<file path="src/include/evt_timer_pkg.sv">
// Shared constants and types for the eight-bit timer and event counter
package evt_timer_pkg;

    // Register byte offsets on the AXI4-Lite bus
    localparam logic [3:0] OFS_CONTROL    = 4'h0;
    localparam logic [3:0] OFS_COUNT      = 4'h4;
    localparam logic [3:0] OFS_IRQ_CONFIG = 4'h8;

    // Control register reset value (edge select high, all else clear)
    localparam logic [7:0] CONTROL_RESET  = 8'h08;
    // Interrupt enable reset value
    localparam logic       IRQ_EN_RESET   = 1'b0;
    // Counter reset value and full-count value
    localparam logic [7:0] COUNT_RESET    = 8'h00;
    localparam logic [7:0] COUNT_FULL     = 8'hFF;
    localparam logic [7:0] COUNT_ONE      = 8'h01;

    // AXI response codes
    localparam logic [1:0] RESP_OKAY      = 2'b00;
    localparam logic [1:0] RESP_SLVERR    = 2'b10;

    // Operating modes held in the two top control bits
    localparam logic [1:0] MODE_NONE      = 2'b00;
    localparam logic [1:0] MODE_EVENT     = 2'b01;
    localparam logic [1:0] MODE_TIMER     = 2'b10;
    localparam logic [1:0] MODE_CAPTURE   = 2'b11;

    // Control register layout, bit 7 down to bit 0
    typedef struct packed {
        logic [1:0] mode_select;          // Mode pair, hi then lo
        logic       clock_source_select;  // 0 system clock, 1 crystal
        logic       run_enable_bit;       // Counting gate
        logic       edge_polarity_select; // Active edge choice
        logic [2:0] prescale_select;      // Divide by two to the code
    } counter_control_t;

    // Pulse capture sequencing
    typedef enum logic [0:0] {
        CAP_ARMED,
        CAP_COUNTING
    } capture_state_t;

endpackage

</file>
<file path="src/hdl/edge_sync.sv">
// Three-stage synchroniser with agreement filter and edge pulses
`timescale 1ns/10ps
module edge_sync (
    // Clock and reset
    input  wire logic clk_i,
    input  wire logic nrst_i,
    // Asynchronous input
    input  wire logic async_i,
    // Filtered level and one-cycle edge pulses
    output logic      level_o,
    output logic      rise_o,
    output logic      fall_o
);

    logic s1_r;      // First stage, read only by second
    logic s2_r;      // Second stage
    logic s3_r;      // Third stage
    logic stable_r;  // Level accepted after agreement
    logic agree;     // Second and third stages match

    assign agree   = (s2_r == s3_r);
    assign rise_o  = agree & s3_r & ~stable_r;
    assign fall_o  = agree & ~s3_r & stable_r;
    assign level_o = stable_r;

    // Shift chain; a change counts once stages two and three agree
    always_ff @(posedge clk_i) begin
        if (!nrst_i) begin
            // Chain keeps following the pin, so release shows no false edge
            // Limitation: reset must last four cycles for the chain to settle
            s1_r     <= async_i;
            s2_r     <= s1_r;
            s3_r     <= s2_r;
            stable_r <= s3_r;
        end else begin
            s1_r     <= async_i;
            s2_r     <= s1_r;
            s3_r     <= s2_r;
            stable_r <= agree ? s3_r : stable_r;
        end
    end

endmodule

</file>
<file path="src/hdl/clock_prescaler.sv">
// Power-of-two prescaler producing one tick per divided falling edge
`timescale 1ns/10ps
module clock_prescaler #(
    parameter int PSC_W = 7
) (
    // Clock and reset
    input  wire logic       clk_i,
    input  wire logic       nrst_i,
    // Source clock ticks and divide code
    input  wire logic       src_tick_i,
    input  wire logic [2:0] psc_sel_i,
    // One-cycle tick of the divided clock
    output logic            tick_o
);

    logic [PSC_W-1:0] div_r;  // Free-running divide chain
    logic [PSC_W-1:0] mask;   // Low bits that must be all ones
    logic [PSC_W:0]   one_hot; // Two to the code

    // Divided clock falls when its bit and all below are ones
    assign one_hot = (PSC_W+1)'(1) << psc_sel_i;
    assign mask    = PSC_W'(one_hot - (PSC_W+1)'(1));
    assign tick_o  = src_tick_i & ((div_r & mask) == mask);

    // Chain advances on every source tick, whatever the mode
    always_ff @(posedge clk_i) begin
        if (!nrst_i) begin
            div_r <= '0;
        end else if (src_tick_i) begin
            div_r <= div_r + PSC_W'(1);
        end
    end

endmodule

</file>
<file path="src/hdl/eight_bit_timer_event_counter.sv">
// Eight-bit timer, event counter and pulse width capture with AXI4-Lite registers
`timescale 1ns/10ps
module eight_bit_timer_event_counter
    import evt_timer_pkg::*;
#(
    parameter int ADDR_W = 4,
    parameter int PSC_W  = 7
) (
    // Clock and reset
    input  wire logic              clk_i,
    input  wire logic              nrst_i,
    // AXI4-Lite write address
    input  wire logic [ADDR_W-1:0] s_axi_awaddr_i,
    input  wire logic              s_axi_awvalid_i,
    output logic                   s_axi_awready_o,
    // AXI4-Lite write data
    input  wire logic [31:0]       s_axi_wdata_i,
    input  wire logic [3:0]        s_axi_wstrb_i,
    input  wire logic              s_axi_wvalid_i,
    output logic                   s_axi_wready_o,
    // AXI4-Lite write response
    output logic [1:0]             s_axi_bresp_o,
    output logic                   s_axi_bvalid_o,
    input  wire logic              s_axi_bready_i,
    // AXI4-Lite read address
    input  wire logic [ADDR_W-1:0] s_axi_araddr_i,
    input  wire logic              s_axi_arvalid_i,
    output logic                   s_axi_arready_o,
    // AXI4-Lite read data
    output logic [31:0]            s_axi_rdata_o,
    output logic [1:0]             s_axi_rresp_o,
    output logic                   s_axi_rvalid_o,
    input  wire logic              s_axi_rready_i,
    // External pins and neighbouring units
    input  wire logic              external_count_pin_i,
    input  wire logic              low_speed_crystal_i,
    input  wire logic              pwm_active_i,
    // Events and shared clock
    output logic                   irq_o,
    output logic                   wake_o,
    output logic                   prescaler_input_tick_o
);

    // Bus write channel state
    logic              aw_held_r;   // Write address captured
    logic [ADDR_W-1:0] awaddr_r;    // Captured write address
    logic              w_held_r;    // Write data captured
    logic [31:0]       wdata_r;     // Captured write data
    logic              wstrb0_r;    // Low byte lane enabled
    logic              bvalid_r;    // Write response pending
    logic [1:0]        bresp_r;     // Write response code
    // Bus read channel state
    logic              rvalid_r;    // Read data pending
    logic [31:0]       rdata_r;     // Read data word
    logic [1:0]        rresp_r;     // Read response code

    // Register state
    counter_control_t  ctrl_r;      // Control register
    counter_control_t  ctrl_nxt;
    logic              irq_en_r;    // Overflow interrupt enable
    logic [7:0]        preload_r;   // Preload, left uninitialised
    logic [7:0]        count_r;     // Live counter
    logic [7:0]        count_nxt;
    capture_state_t    cap_r;       // Capture sequencer
    capture_state_t    cap_nxt;

    // Decoded bus events
    logic do_wr;        // Both write halves present, response free
    logic wr_ctrl;      // Control register write
    logic wr_count;     // Preload write
    logic wr_irq;       // Interrupt config write
    logic wr_hit;       // Write address mapped
    logic ar_take;      // Read address handshake
    logic rd_hit;       // Read address mapped
    logic [31:0] rd_word; // Decoded read value

    // Pin and clock conditioning
    logic pin_rise;     // Count pin rising edge
    logic pin_fall;     // Count pin falling edge
    logic lxt_rise;     // Crystal clock rising edge
    logic src_tick;     // Selected prescaler input tick
    logic psc_tick;     // Prescaled clock falling edge

    // Counting decisions
    logic mode_event;   // Event counting selected
    logic mode_timer;   // Interval timer selected
    logic mode_cap;     // Pulse capture selected
    logic evt_edge;     // Qualifying event edge
    logic cap_start;    // Capture start edge
    logic cap_stop;     // Capture stop edge
    logic cap_end;      // Capture finishes this cycle
    logic inc;          // Counter advances this cycle
    logic ovf;          // Counter overflows this cycle

    // Count pin passes three stages before edge detection
    edge_sync u_pin_sync (
        .clk_i   (clk_i),
        .nrst_i  (nrst_i),
        .async_i (external_count_pin_i),
        .level_o (),
        .rise_o  (pin_rise),
        .fall_o  (pin_fall)
    );

    // Crystal is far slower than the system clock, so it is sampled
    edge_sync u_lxt_sync (
        .clk_i   (clk_i),
        .nrst_i  (nrst_i),
        .async_i (low_speed_crystal_i),
        .level_o (),
        .rise_o  (lxt_rise),
        .fall_o  ()
    );

    // Prescaler input: pulse modulation overrides the source bit
    assign src_tick = (pwm_active_i || !ctrl_r.clock_source_select) ? 1'b1 : lxt_rise;
    assign prescaler_input_tick_o = src_tick;

    // Divider on the selected internal clock
    clock_prescaler #(
        .PSC_W (PSC_W)
    ) u_prescaler (
        .clk_i      (clk_i),
        .nrst_i     (nrst_i),
        .src_tick_i (src_tick),
        .psc_sel_i  (ctrl_r.prescale_select),
        .tick_o     (psc_tick)
    );

    // Mode decode
    assign mode_event = (ctrl_r.mode_select == MODE_EVENT);
    assign mode_timer = (ctrl_r.mode_select == MODE_TIMER);
    assign mode_cap   = (ctrl_r.mode_select == MODE_CAPTURE);

    // Event edges bypass the prescaler entirely
    assign evt_edge  = ctrl_r.edge_polarity_select ? pin_fall : pin_rise;
    // Capture polarity: zero waits for a low pulse, one for a high pulse
    assign cap_start = ctrl_r.edge_polarity_select ? pin_rise : pin_fall;
    assign cap_stop  = ctrl_r.edge_polarity_select ? pin_fall : pin_rise;
    assign cap_end   = mode_cap && ctrl_r.run_enable_bit && (cap_r == CAP_COUNTING) && cap_stop;

    // Counting source by mode; no mode means no counting
    assign inc = ctrl_r.run_enable_bit &&
                 ((mode_event && evt_edge) ||
                  (mode_timer && psc_tick) ||
                  (mode_cap && (cap_r == CAP_COUNTING) && !cap_stop && psc_tick));
    assign ovf = inc && (count_r == COUNT_FULL);

    // Overflow pulse; sleep does not stop this logic
    assign wake_o = ovf;
    assign irq_o  = ovf && irq_en_r;

    // Write decode from the captured address
    assign do_wr    = aw_held_r && w_held_r && !bvalid_r;
    assign wr_ctrl  = do_wr && wstrb0_r && (awaddr_r == OFS_CONTROL);
    assign wr_count = do_wr && wstrb0_r && (awaddr_r == OFS_COUNT);
    assign wr_irq   = do_wr && wstrb0_r && (awaddr_r == OFS_IRQ_CONFIG);
    assign wr_hit   = (awaddr_r == OFS_CONTROL) || (awaddr_r == OFS_COUNT) ||
                      (awaddr_r == OFS_IRQ_CONFIG);

    // Read decode; count reads return the live counter
    assign ar_take = s_axi_arvalid_i && !rvalid_r;
    assign rd_hit  = (s_axi_araddr_i == OFS_CONTROL) || (s_axi_araddr_i == OFS_COUNT) ||
                     (s_axi_araddr_i == OFS_IRQ_CONFIG);
    assign rd_word = (s_axi_araddr_i == OFS_CONTROL)    ? {24'h00_0000, ctrl_r} :
                     (s_axi_araddr_i == OFS_COUNT)      ? {24'h00_0000, count_r} :
                     (s_axi_araddr_i == OFS_IRQ_CONFIG) ? {31'h0000_0000, irq_en_r} :
                                                          32'h0000_0000;

    // Handshake outputs
    assign s_axi_awready_o = !aw_held_r;
    assign s_axi_wready_o  = !w_held_r;
    assign s_axi_arready_o = !rvalid_r;
    assign s_axi_bvalid_o  = bvalid_r;
    assign s_axi_bresp_o   = bresp_r;
    assign s_axi_rvalid_o  = rvalid_r;
    assign s_axi_rdata_o   = rdata_r;
    assign s_axi_rresp_o   = rresp_r;

    // Control next value; a software write beats the capture auto-clear
    always_comb begin
        ctrl_nxt = ctrl_r;
        if (wr_ctrl) begin
            ctrl_nxt = counter_control_t'(wdata_r[7:0]);
        end else if (cap_end) begin
            ctrl_nxt.run_enable_bit = 1'b0;
        end
    end

    // Capture sequencer: enable only arms, the start edge runs it
    always_comb begin
        cap_nxt = cap_r;
        case (cap_r)
            CAP_ARMED: begin
                if (mode_cap && ctrl_r.run_enable_bit && cap_start) begin
                    cap_nxt = CAP_COUNTING;
                end
            end
            CAP_COUNTING: begin
                // Leaving capture or losing enable disarms the sequencer
                if (!mode_cap || !ctrl_r.run_enable_bit || cap_stop) begin
                    cap_nxt = CAP_ARMED;
                end
            end
            default: begin
                cap_nxt = CAP_ARMED;
            end
        endcase
    end

    // Counter next value
    always_comb begin
        count_nxt = count_r;
        if (wr_count && !ctrl_r.run_enable_bit) begin
            count_nxt = wdata_r[7:0];
        end else if (ovf) begin
            // Preload written this cycle takes effect at once
            count_nxt = wr_count ? wdata_r[7:0] : preload_r;
        end else if (inc) begin
            count_nxt = count_r + COUNT_ONE;
        end
    end

    // Preload has no reset: software must write it before use
    always_ff @(posedge clk_i) begin
        if (wr_count) begin
            preload_r <= wdata_r[7:0];
        end
    end

    // Timer state registers
    always_ff @(posedge clk_i) begin
        if (!nrst_i) begin
            ctrl_r   <= counter_control_t'(CONTROL_RESET);
            irq_en_r <= IRQ_EN_RESET;
            count_r  <= COUNT_RESET;
            cap_r    <= CAP_ARMED;
        end else begin
            ctrl_r   <= ctrl_nxt;
            irq_en_r <= wr_irq ? wdata_r[0] : irq_en_r;
            count_r  <= count_nxt;
            cap_r    <= cap_nxt;
        end
    end

    // Write address and data captured independently, in either order
    always_ff @(posedge clk_i) begin
        if (!nrst_i) begin
            aw_held_r <= 1'b0;
            awaddr_r  <= '0;
            w_held_r  <= 1'b0;
            wdata_r   <= 32'h0000_0000;
            wstrb0_r  <= 1'b0;
        end else begin
            if (s_axi_awvalid_i && !aw_held_r) begin
                aw_held_r <= 1'b1;
                awaddr_r  <= s_axi_awaddr_i;
            end else if (do_wr) begin
                aw_held_r <= 1'b0;
            end
            if (s_axi_wvalid_i && !w_held_r) begin
                w_held_r <= 1'b1;
                wdata_r  <= s_axi_wdata_i;
                wstrb0_r <= s_axi_wstrb_i[0];
            end else if (do_wr) begin
                w_held_r <= 1'b0;
            end
        end
    end

    // Write response; unmapped addresses answer with a slave error
    always_ff @(posedge clk_i) begin
        if (!nrst_i) begin
            bvalid_r <= 1'b0;
            bresp_r  <= RESP_OKAY;
        end else if (do_wr) begin
            bvalid_r <= 1'b1;
            bresp_r  <= wr_hit ? RESP_OKAY : RESP_SLVERR;
        end else if (s_axi_bready_i) begin
            bvalid_r <= 1'b0;
        end
    end

    // Read response registered one cycle after the address
    always_ff @(posedge clk_i) begin
        if (!nrst_i) begin
            rvalid_r <= 1'b0;
            rdata_r  <= 32'h0000_0000;
            rresp_r  <= RESP_OKAY;
        end else if (ar_take) begin
            rvalid_r <= 1'b1;
            rdata_r  <= rd_word;
            rresp_r  <= rd_hit ? RESP_OKAY : RESP_SLVERR;
        end else if (s_axi_rready_i) begin
            rvalid_r <= 1'b0;
        end
    end

    // Overflow only from a full counter; interrupt follows its enable
    chk_irq_gated: assert property (@(posedge clk_i) disable iff (!nrst_i)
        wake_o |-> (count_r == COUNT_FULL) && (irq_o == irq_en_r))
        else $error("overflow or interrupt gating wrong");

    // Overflow reloads the preload value on the next cycle
    chk_ovf_reload: assert property (@(posedge clk_i) disable iff (!nrst_i)
        ovf |=> (count_r == preload_r))
        else $error("overflow did not reload preload");

    // Stopped preload write lands in the counter
    chk_stop_copy: assert property (@(posedge clk_i) disable iff (!nrst_i)
        (wr_count && !ctrl_r.run_enable_bit) |=> (count_r == $past(wdata_r[7:0])))
        else $error("stopped preload write not copied");

    // Running preload write leaves the counter alone
    chk_run_hold: assert property (@(posedge clk_i) disable iff (!nrst_i)
        (wr_count && ctrl_r.run_enable_bit && !inc) |=> (count_r == $past(count_r)))
        else $error("running preload write disturbed counter");

    // Halted counter stays put without writes
    chk_halt_hold: assert property (@(posedge clk_i) disable iff (!nrst_i)
        (!ctrl_r.run_enable_bit && !wr_count) |=> $stable(count_r))
        else $error("halted counter moved");

    // Event mode advances by one on the chosen edge
    chk_event_step: assert property (@(posedge clk_i) disable iff (!nrst_i)
        (mode_event && ctrl_r.run_enable_bit && !wr_count && !wr_ctrl &&
         (count_r != COUNT_FULL) && (ctrl_r.edge_polarity_select ? pin_fall : pin_rise))
        |=> (count_r == $past(count_r) + COUNT_ONE))
        else $error("event edge did not advance counter");

    // Capture end clears enable and then the count freezes
    chk_cap_freeze: assert property (@(posedge clk_i) disable iff (!nrst_i)
        (cap_end && !wr_ctrl && !wr_count) |=> !ctrl_r.run_enable_bit ##1 $stable(count_r))
        else $error("capture end did not freeze counter");

    // Pulse modulation forces the system clock ticks
    chk_pwm_source: assert property (@(posedge clk_i) disable iff (!nrst_i)
        pwm_active_i |-> prescaler_input_tick_o)
        else $error("pulse modulation did not force system clock");

    // Armed capture never counts before its start edge
    chk_cap_armed: assert property (@(posedge clk_i) disable iff (!nrst_i)
        (mode_cap && (cap_r == CAP_ARMED) && !wr_count) |=> $stable(count_r))
        else $error("capture counted before start edge");

endmodule

</file>
<file path="config.mk">
export PLATFORM = sky130hd
export DESIGN_NAME = eight_bit_timer_event_counter
export DESIGN_NICKNAME = d
export VERILOG_FILES = /design/src/include/evt_timer_pkg.sv /design/src/hdl/edge_sync.sv /design/src/hdl/clock_prescaler.sv /design/src/hdl/eight_bit_timer_event_counter.sv
export SDC_FILE = /design/constraint.sdc
export NUM_CORES = 1
export LEC_CHECK = 0
export BUFFER_PORTS_ARGS = -buffer_cell sky130_fd_sc_hd__buf_2
export CORE_ASPECT_RATIO = 0.5
export CORE_UTILIZATION = 51
export DETAILED_ROUTE_END_ITERATION = 10
export GPL_TIMING_DRIVEN = 0
export HOLD_SLACK_MARGIN = 0.06
export PLACE_DENSITY = 0.84
export RECOVER_POWER = 100
export SLEW_MARGIN = 20
export SYNTH_ARGS = -nofsm -noshare
export SYNTH_HDL_FRONTEND = slang
export SYNTH_HIERARCHICAL = 1
export SYNTH_SLANG_ARGS = --single-unit
</file>
<file path="constraint.sdc">
create_clock -name clk_i -period 2.8 [get_ports clk_i]
set_clock_uncertainty 0.1 [all_clocks]
set_input_delay 0.14 -clock clk_i [delete_from_list [all_inputs] [get_ports clk_i]]
set_output_delay 0.14 -clock clk_i [all_outputs]
set_load 0.1 [all_outputs]
</file>
Word-level counts from Yosys, hierarchy flattened
Index checks and enable logic that the tools add are counted.
{"block": "op_classes", "muxes": 28, "bitwise": 12, "n_reduce_logical": 47, "addsub": 3, "n_eq_ne": 13, "shifts": 1}
{"operator": "8-bit 2-to-1 mux", "count": 6}
{"operator": "1-bit logical AND", "count": 22}
{"operator": "1-bit 2-to-1 mux", "count": 19}
{"operator": "2-bit nonzero test", "count": 5}
{"operator": "1-bit logical OR", "count": 9}
{"operator": "8-bit by 1-bit adder with 8-bit output (second input constant)", "count": 1}
{"operator": "4-bit by 3-bit == test with 1-bit output (second input constant)", "count": 2}
{"operator": "4-bit == test (second input constant)", "count": 2}
{"operator": "8-bit == test (second input constant)", "count": 1}
{"operator": "1-bit zero test", "count": 8}
{"operator": "4-bit zero test", "count": 2}
{"operator": "7-bit by 1-bit adder with 7-bit output (second input constant)", "count": 1}
{"operator": "1-bit bitwise AND", "count": 7}
{"operator": "7-bit bitwise AND", "count": 1}
{"operator": "7-bit == test", "count": 1}
{"operator": "1-bit by 3-bit << shifter with 7-bit output (first input constant)", "count": 1}
{"operator": "7-bit by 1-bit subtractor with 7-bit output (second input constant)", "count": 1}
{"operator": "2-bit == test (second input constant)", "count": 2}
{"operator": "2-bit 2-to-1 mux", "count": 2}
{"operator": "2-bit by 1-bit inequality test with 1-bit output (second input constant)", "count": 2}
{"operator": "1-bit inverter", "count": 4}
{"operator": "3-bit nonzero test", "count": 1}
{"operator": "1-bit == test", "count": 2}
{"operator": "2-bit by 1-bit == test with 1-bit output (second input constant)", "count": 1}
{"operator": "1-bit one-hot mux with 2 select lines", "count": 1}
{"block": "totals", "out_inout_bits": 44, "inputBits": 54, "regBits": 94, "elab_cells": 132}

Depth between registers and ports, before layout
{"block": "depth", "ltp_word": 12, "depth_mapped": 11, "depth_no_buf": 11}

Modules after synthesis
The synthesis kept the hierarchy.
{"module": "eight_bit_timer_event_counter", "instances": 1, "seq_area_each_um2": 1061.0, "area_per_inst_um2": 2616.3, "cells_per_inst": 309}
{"module": "clock_prescaler", "instances": 1, "seq_area_each_um2": 140.1, "area_per_inst_um2": 351.6, "cells_per_inst": 39}
{"module": "edge_sync", "instances": 2, "seq_area_each_um2": 90.1, "area_per_inst_um2": 142.6, "cells_per_inst": 11}

Worst setup path after synthesis
No wires, ideal clock.
{"block": "synth_path", "kind": "register to output", "from": "register u_lxt_sync.s2_r", "to": "output port wake_o", "required_time_ps": 2560, "stages_incl_launch_ff": 11, "path_buffers": 0, "arrival_ps": 3607, "slack_ps": -1047, "cell_sequence": "dfxtp_1 -> ha_1 -> and2b_2 -> nor2_1 -> nand2_1 -> nand2_1 -> a211oi_1 -> nand3_1 -> mux2i_1 -> o21ai_1 -> nor2_1"}
{"block": "synth_via", "elab_chain_cells": 10, "elab_cells_between_ends": 11, "classes_between": "eq/ne: 1; mux: 1; bitwise: 3; reduce/logical: 6"}
{"element": "from (decl)", "line_no": "edge_sync.sv:16", "text": "logic s2_r;"}
{"element": "from (signal assigned)", "line_no": "edge_sync.sv:32", "text": "s2_r <= s1_r;"}
{"element": "from (signal assigned)", "line_no": "edge_sync.sv:37", "text": "s2_r <= s1_r;"}
{"element": "1-bit == test *", "line_no": "edge_sync.sv:21", "text": "assign agree = (s2_r == s3_r);"}
{"element": "1-bit bitwise AND * (2 in series)", "line_no": "edge_sync.sv:22", "text": "assign rise_o = agree & s3_r & ~stable_r;"}
{"element": "net lxt_rise", "line_no": "eight_bit_timer_event_counter.sv:80", "text": "logic lxt_rise;"}
{"element": "1-bit 2-to-1 mux *", "line_no": "eight_bit_timer_event_counter.sv:116", "text": "assign src_tick = (pwm_active_i || !ctrl_r.clock_source_select) ? 1'b1 : lxt_rise;"}
{"element": "net prescaler_input_tick_o", "line_no": "eight_bit_timer_event_counter.sv:41", "text": "output logic prescaler_input_tick_o"}
{"element": "1-bit bitwise AND *", "line_no": "clock_prescaler.sv:23", "text": "assign tick_o = src_tick_i & ((div_r & mask) == mask);"}
{"element": "net psc_tick", "line_no": "eight_bit_timer_event_counter.sv:82", "text": "logic psc_tick;"}
{"element": "1-bit logical AND", "line_no": "eight_bit_timer_event_counter.sv:145", "text": "(mode_timer && psc_tick) ||"}
{"element": "1-bit logical OR", "line_no": "eight_bit_timer_event_counter.sv:144", "text": "((mode_event && evt_edge) ||"}
{"element": "1-bit logical OR *", "line_no": "eight_bit_timer_event_counter.sv:145"}
{"element": "1-bit logical AND *", "line_no": "eight_bit_timer_event_counter.sv:143", "text": "assign inc = ctrl_r.run_enable_bit &&"}
{"element": "1-bit logical AND *", "line_no": "eight_bit_timer_event_counter.sv:147", "text": "assign ovf = inc && (count_r == COUNT_FULL);"}
{"element": "to (decl)", "line_no": "eight_bit_timer_event_counter.sv:40", "text": "output logic wake_o,"}
Mark *: on every way through the listed nets, which the timed path passes. The rest lies on a longest branch.

Final worst setup path
{"block": "layout_path", "from": "register ctrl_r[2] in the netlist's numbering", "to": "output port irq_o"}
{"block": "layout_via", "elab_chain_cells": 11, "elab_cells_between_ends": 12, "classes_between": "add/sub: 1; eq/ne: 1; shift: 1; bitwise: 2; reduce/logical: 7"}
{"element": "from (decl)", "line_no": "eight_bit_timer_event_counter.sv:58", "text": "counter_control_t ctrl_r;"}
{"element": "from (signal assigned)", "line_no": "eight_bit_timer_event_counter.sv:234", "text": "ctrl_r <= counter_control_t'(CONTROL_RESET);"}
{"element": "from (signal assigned)", "line_no": "eight_bit_timer_event_counter.sv:239", "text": "ctrl_r <= ctrl_nxt;"}
{"element": "1-bit by 3-bit << shifter with 7-bit output *", "line_no": "clock_prescaler.sv:21", "text": "assign one_hot = (PSC_W+1)'(1) << psc_sel_i;"}
{"element": "7-bit by 1-bit subtractor with 7-bit output *", "line_no": "clock_prescaler.sv:22", "text": "assign mask = PSC_W'(one_hot - (PSC_W+1)'(1));"}
{"element": "7-bit bitwise AND", "line_no": "clock_prescaler.sv:23"}
{"element": "7-bit == test *", "line_no": "clock_prescaler.sv:23"}
{"element": "1-bit bitwise AND *", "line_no": "clock_prescaler.sv:23"}
{"element": "net psc_tick", "line_no": "eight_bit_timer_event_counter.sv:82"}
{"element": "1-bit logical AND", "line_no": "eight_bit_timer_event_counter.sv:145"}
{"element": "1-bit logical OR", "line_no": "eight_bit_timer_event_counter.sv:144"}
{"element": "1-bit logical OR *", "line_no": "eight_bit_timer_event_counter.sv:145"}
{"element": "1-bit logical AND *", "line_no": "eight_bit_timer_event_counter.sv:143"}
{"element": "1-bit logical AND *", "line_no": "eight_bit_timer_event_counter.sv:147"}
{"element": "1-bit logical AND *", "line_no": "eight_bit_timer_event_counter.sv:151", "text": "assign irq_o = ovf && irq_en_r;"}
{"element": "to (decl)", "line_no": "eight_bit_timer_event_counter.sv:39", "text": "output logic irq_o,"}
Marks and branches as above.

==> impl_metrics.py <==
metrics = {
    "cts": {
        "clock-sinks": 68,
        "htree_levels": 3,
        "clock_path_buffers": 2,
        "root_buffer": "clkbuf_16",
        "cts_buffers": 9,
        "clk_latency_ns": 0.33,
        "clkTransAtPathRegs_ns": 0.05,
        "cts_tree": "yes",
    },
    "setup_path": {
        "cp_slowest_stage_delay_ns": 0.36,
        "end_kind": "primary output",
        "crit_fanout": 7,
        "path_cells": "inv_1 -> o21ai_0 -> a21o_1 -> a211oi_2 -> nand3_1 -> mux2i_2 -> o21a_4 -> and3_2 -> buf_12",
        "crit_buf_inv": 2,
        "cpMaxStageDelayCell": "dfxtp_1",
        "crit_type": "flip-flop to primary output",
        "path_delay_family": "compound AO/OA/AOI/OAI gates",
        "cp.arrival_ns": 2.40,
        "startpoint_type": "flip-flop",
        "worstPathRequired_ns": 2.56,
    },
    "floorplanning": {
        "num_rows": 20,
        "initial_core_util": 0.532,
        "die_area_mm2": 0.00671,
        "die_w_um": 115,
        "ios": 98,
        "fp.coreArea_mm2": 0.00611,
        "die_h_um": 58.4,
    },
    "finish": {
        "final_area_mm2": 0.00422,
        "syn2layout_area_growth_pct": 30.1,
        "diodes": 0,
        "final_util": 0.691,
        "drive_gt1_frac": 0.196,
        "nNetsFinal": 534,
    },
    "grt": {
        "grt_pass1_vias": 2600,
        "grt_pass1_wl_um": 12400,
        "antenna_found_initial": 0,
        "grt_overflow": 0,
        "grt_use_total": 0.246,
        "grt_max_degree": 17,
    },
    "routing": {
        "drtIter0Drc": 193,
        "totalWireLength_um": 7750,
        "ant_nets": 0,
        "vias_per_cell": 5.06,
        "post_drt_wl_per_cell_um": 13.7,
        "vias": 2870,
        "dr.pass1.iters": 4,
        "remaining_drc_errors": 0,
    },
    "placement": {
        "post-dp-hpwl_um": 4900,
        "place_area_mm2": 0.00369,
        "port_buffers": 43,
        "gp_congestion": 0.873,
        "dpl_worst_slack_ns": 0.0183,
    },
    "run": {
        "max_cap_violations": 0,
    },
    "sta": {
        "worst_pin_slew_ns": 1.21,
        "period_share": 0.944,
        "relSlewSlack": 0.188,
        "whs_ns": 0.114,
        "maxSlewViolCount": 0,
        "setup_slack_ns": 0.158,
        "finalSetupViolations": 0,
        "finalHoldViolCount": 0,
        "max_freq_ghz": 0.378,
        "period_minus_slack_ns": 2.64,
    },
    "yosys": {
        "syn-cell-area_mm2": 0.00325,
        "ys.warnings.count": 6,
        "synth_cells": 369,
        "avgSynthCellArea_um2": 8.80,
    },
    "run_status": {
        "outcome": "finished clean",
    },
    "worst_hold_path": {
        "hp-class": "primary input to flip-flop",
    },
    "power_and_ir_drop": {
        "p_per_area_mw_per_mm2": 613,
        "leakage_uw": 0.00177,
        "ir_worst_vdd_uv": 340,
    },
}
## path summary, 6_finish.rpt
path,from,endpoint,slack [ns],cells after the start
setup / recovery,ctrl_r[2],irq_o,0.16,9
hold / removal,s_axi_araddr_i[1],s_axi_rdata_o[0],0.11,4
setup reg to reg,w_held_r,count_r[6],0.17,6
hold reg to reg,u_pin_sync/s1_r,u_pin_sync/s2_r,0.22,0
## sequential cells by signal, summed over array words and instances, names as in the netlist, 4 cells and up
name and cells:
u_prescaler/div_r 7, count_r 8, s_axi_rdata_o 8, ctrl_r 8, preload_r 8, wdata_r 8, awaddr_r 4
## power by group
part           internal, µW  switching [µW]  leakage, µW  total, µW
clock                   762             403     0.000156       1160
sequential             1000            29.1     0.000559       1030
combinational           100             291      0.00106        391
## tightest hold or removal path, delay by kind of cell
family / cells / cell delay, ns
compound gates: 1 / 0.16
simple gates: 2 / 0.11
buf+inv: 1 / 0.09
## timing repair
action	CTS	global route
endpoints found under the hold margin	21	0
gates cloned	0	0
gates resized for setup	7	4
buffers inserted	0	4
setup endpoints to repair	2	2
pin swaps	0	4
hold buffers	22	0
## through the flow
step / std cells / setup TNS, ns / total power [µW]
floorplan: 394 / 0 / 1360
global placement: 525 / 0 / 1410
detailed placement: 525 / 0 / 1420
CTS: 563 / 0 / 2600
global route: 567 / -0.0129 / 2670
finish: 567 / 0 / 2590
## per-layer routing
layer  up-vias  GRT usage  routed length (µm)
met5         -          0                   0
met4         0      0.135                 206
met3        19     0.0742                 717
met2       127      0.401                3390
met1      1284      0.298                3440
li1       1440          -                   -
## layout by cell type (no fill, tap or decap), drive strengths merged, types with 4 or more instances in the layout
cell type,n
dfxtp,66
nand3,10
buf,56
or2,4
clkbuf,43
a21oi,20
nand2,50
conb,26
and3,6
nor2,31
a31oi,5
xnor2,8
o21ai,11
dlygate4sd3,22
mux2,6
nor3,9
inv,14
a211oi,7
and2,6
mux2i,24
ha,6
nand2b,4
## cell type report
type                    instances  area (µm²)
repair buffers                 69         458
flip-flops and latches         68        1380
multi-input cells             272        1650
clock inverters                 3        43.8
plain buffers                  39         245
fillers                       470        1880
well taps                      88         110
inverters                      15        60.1
clock buffers                  13         270
No activity file was read; power rests on OpenSTA's default activity.
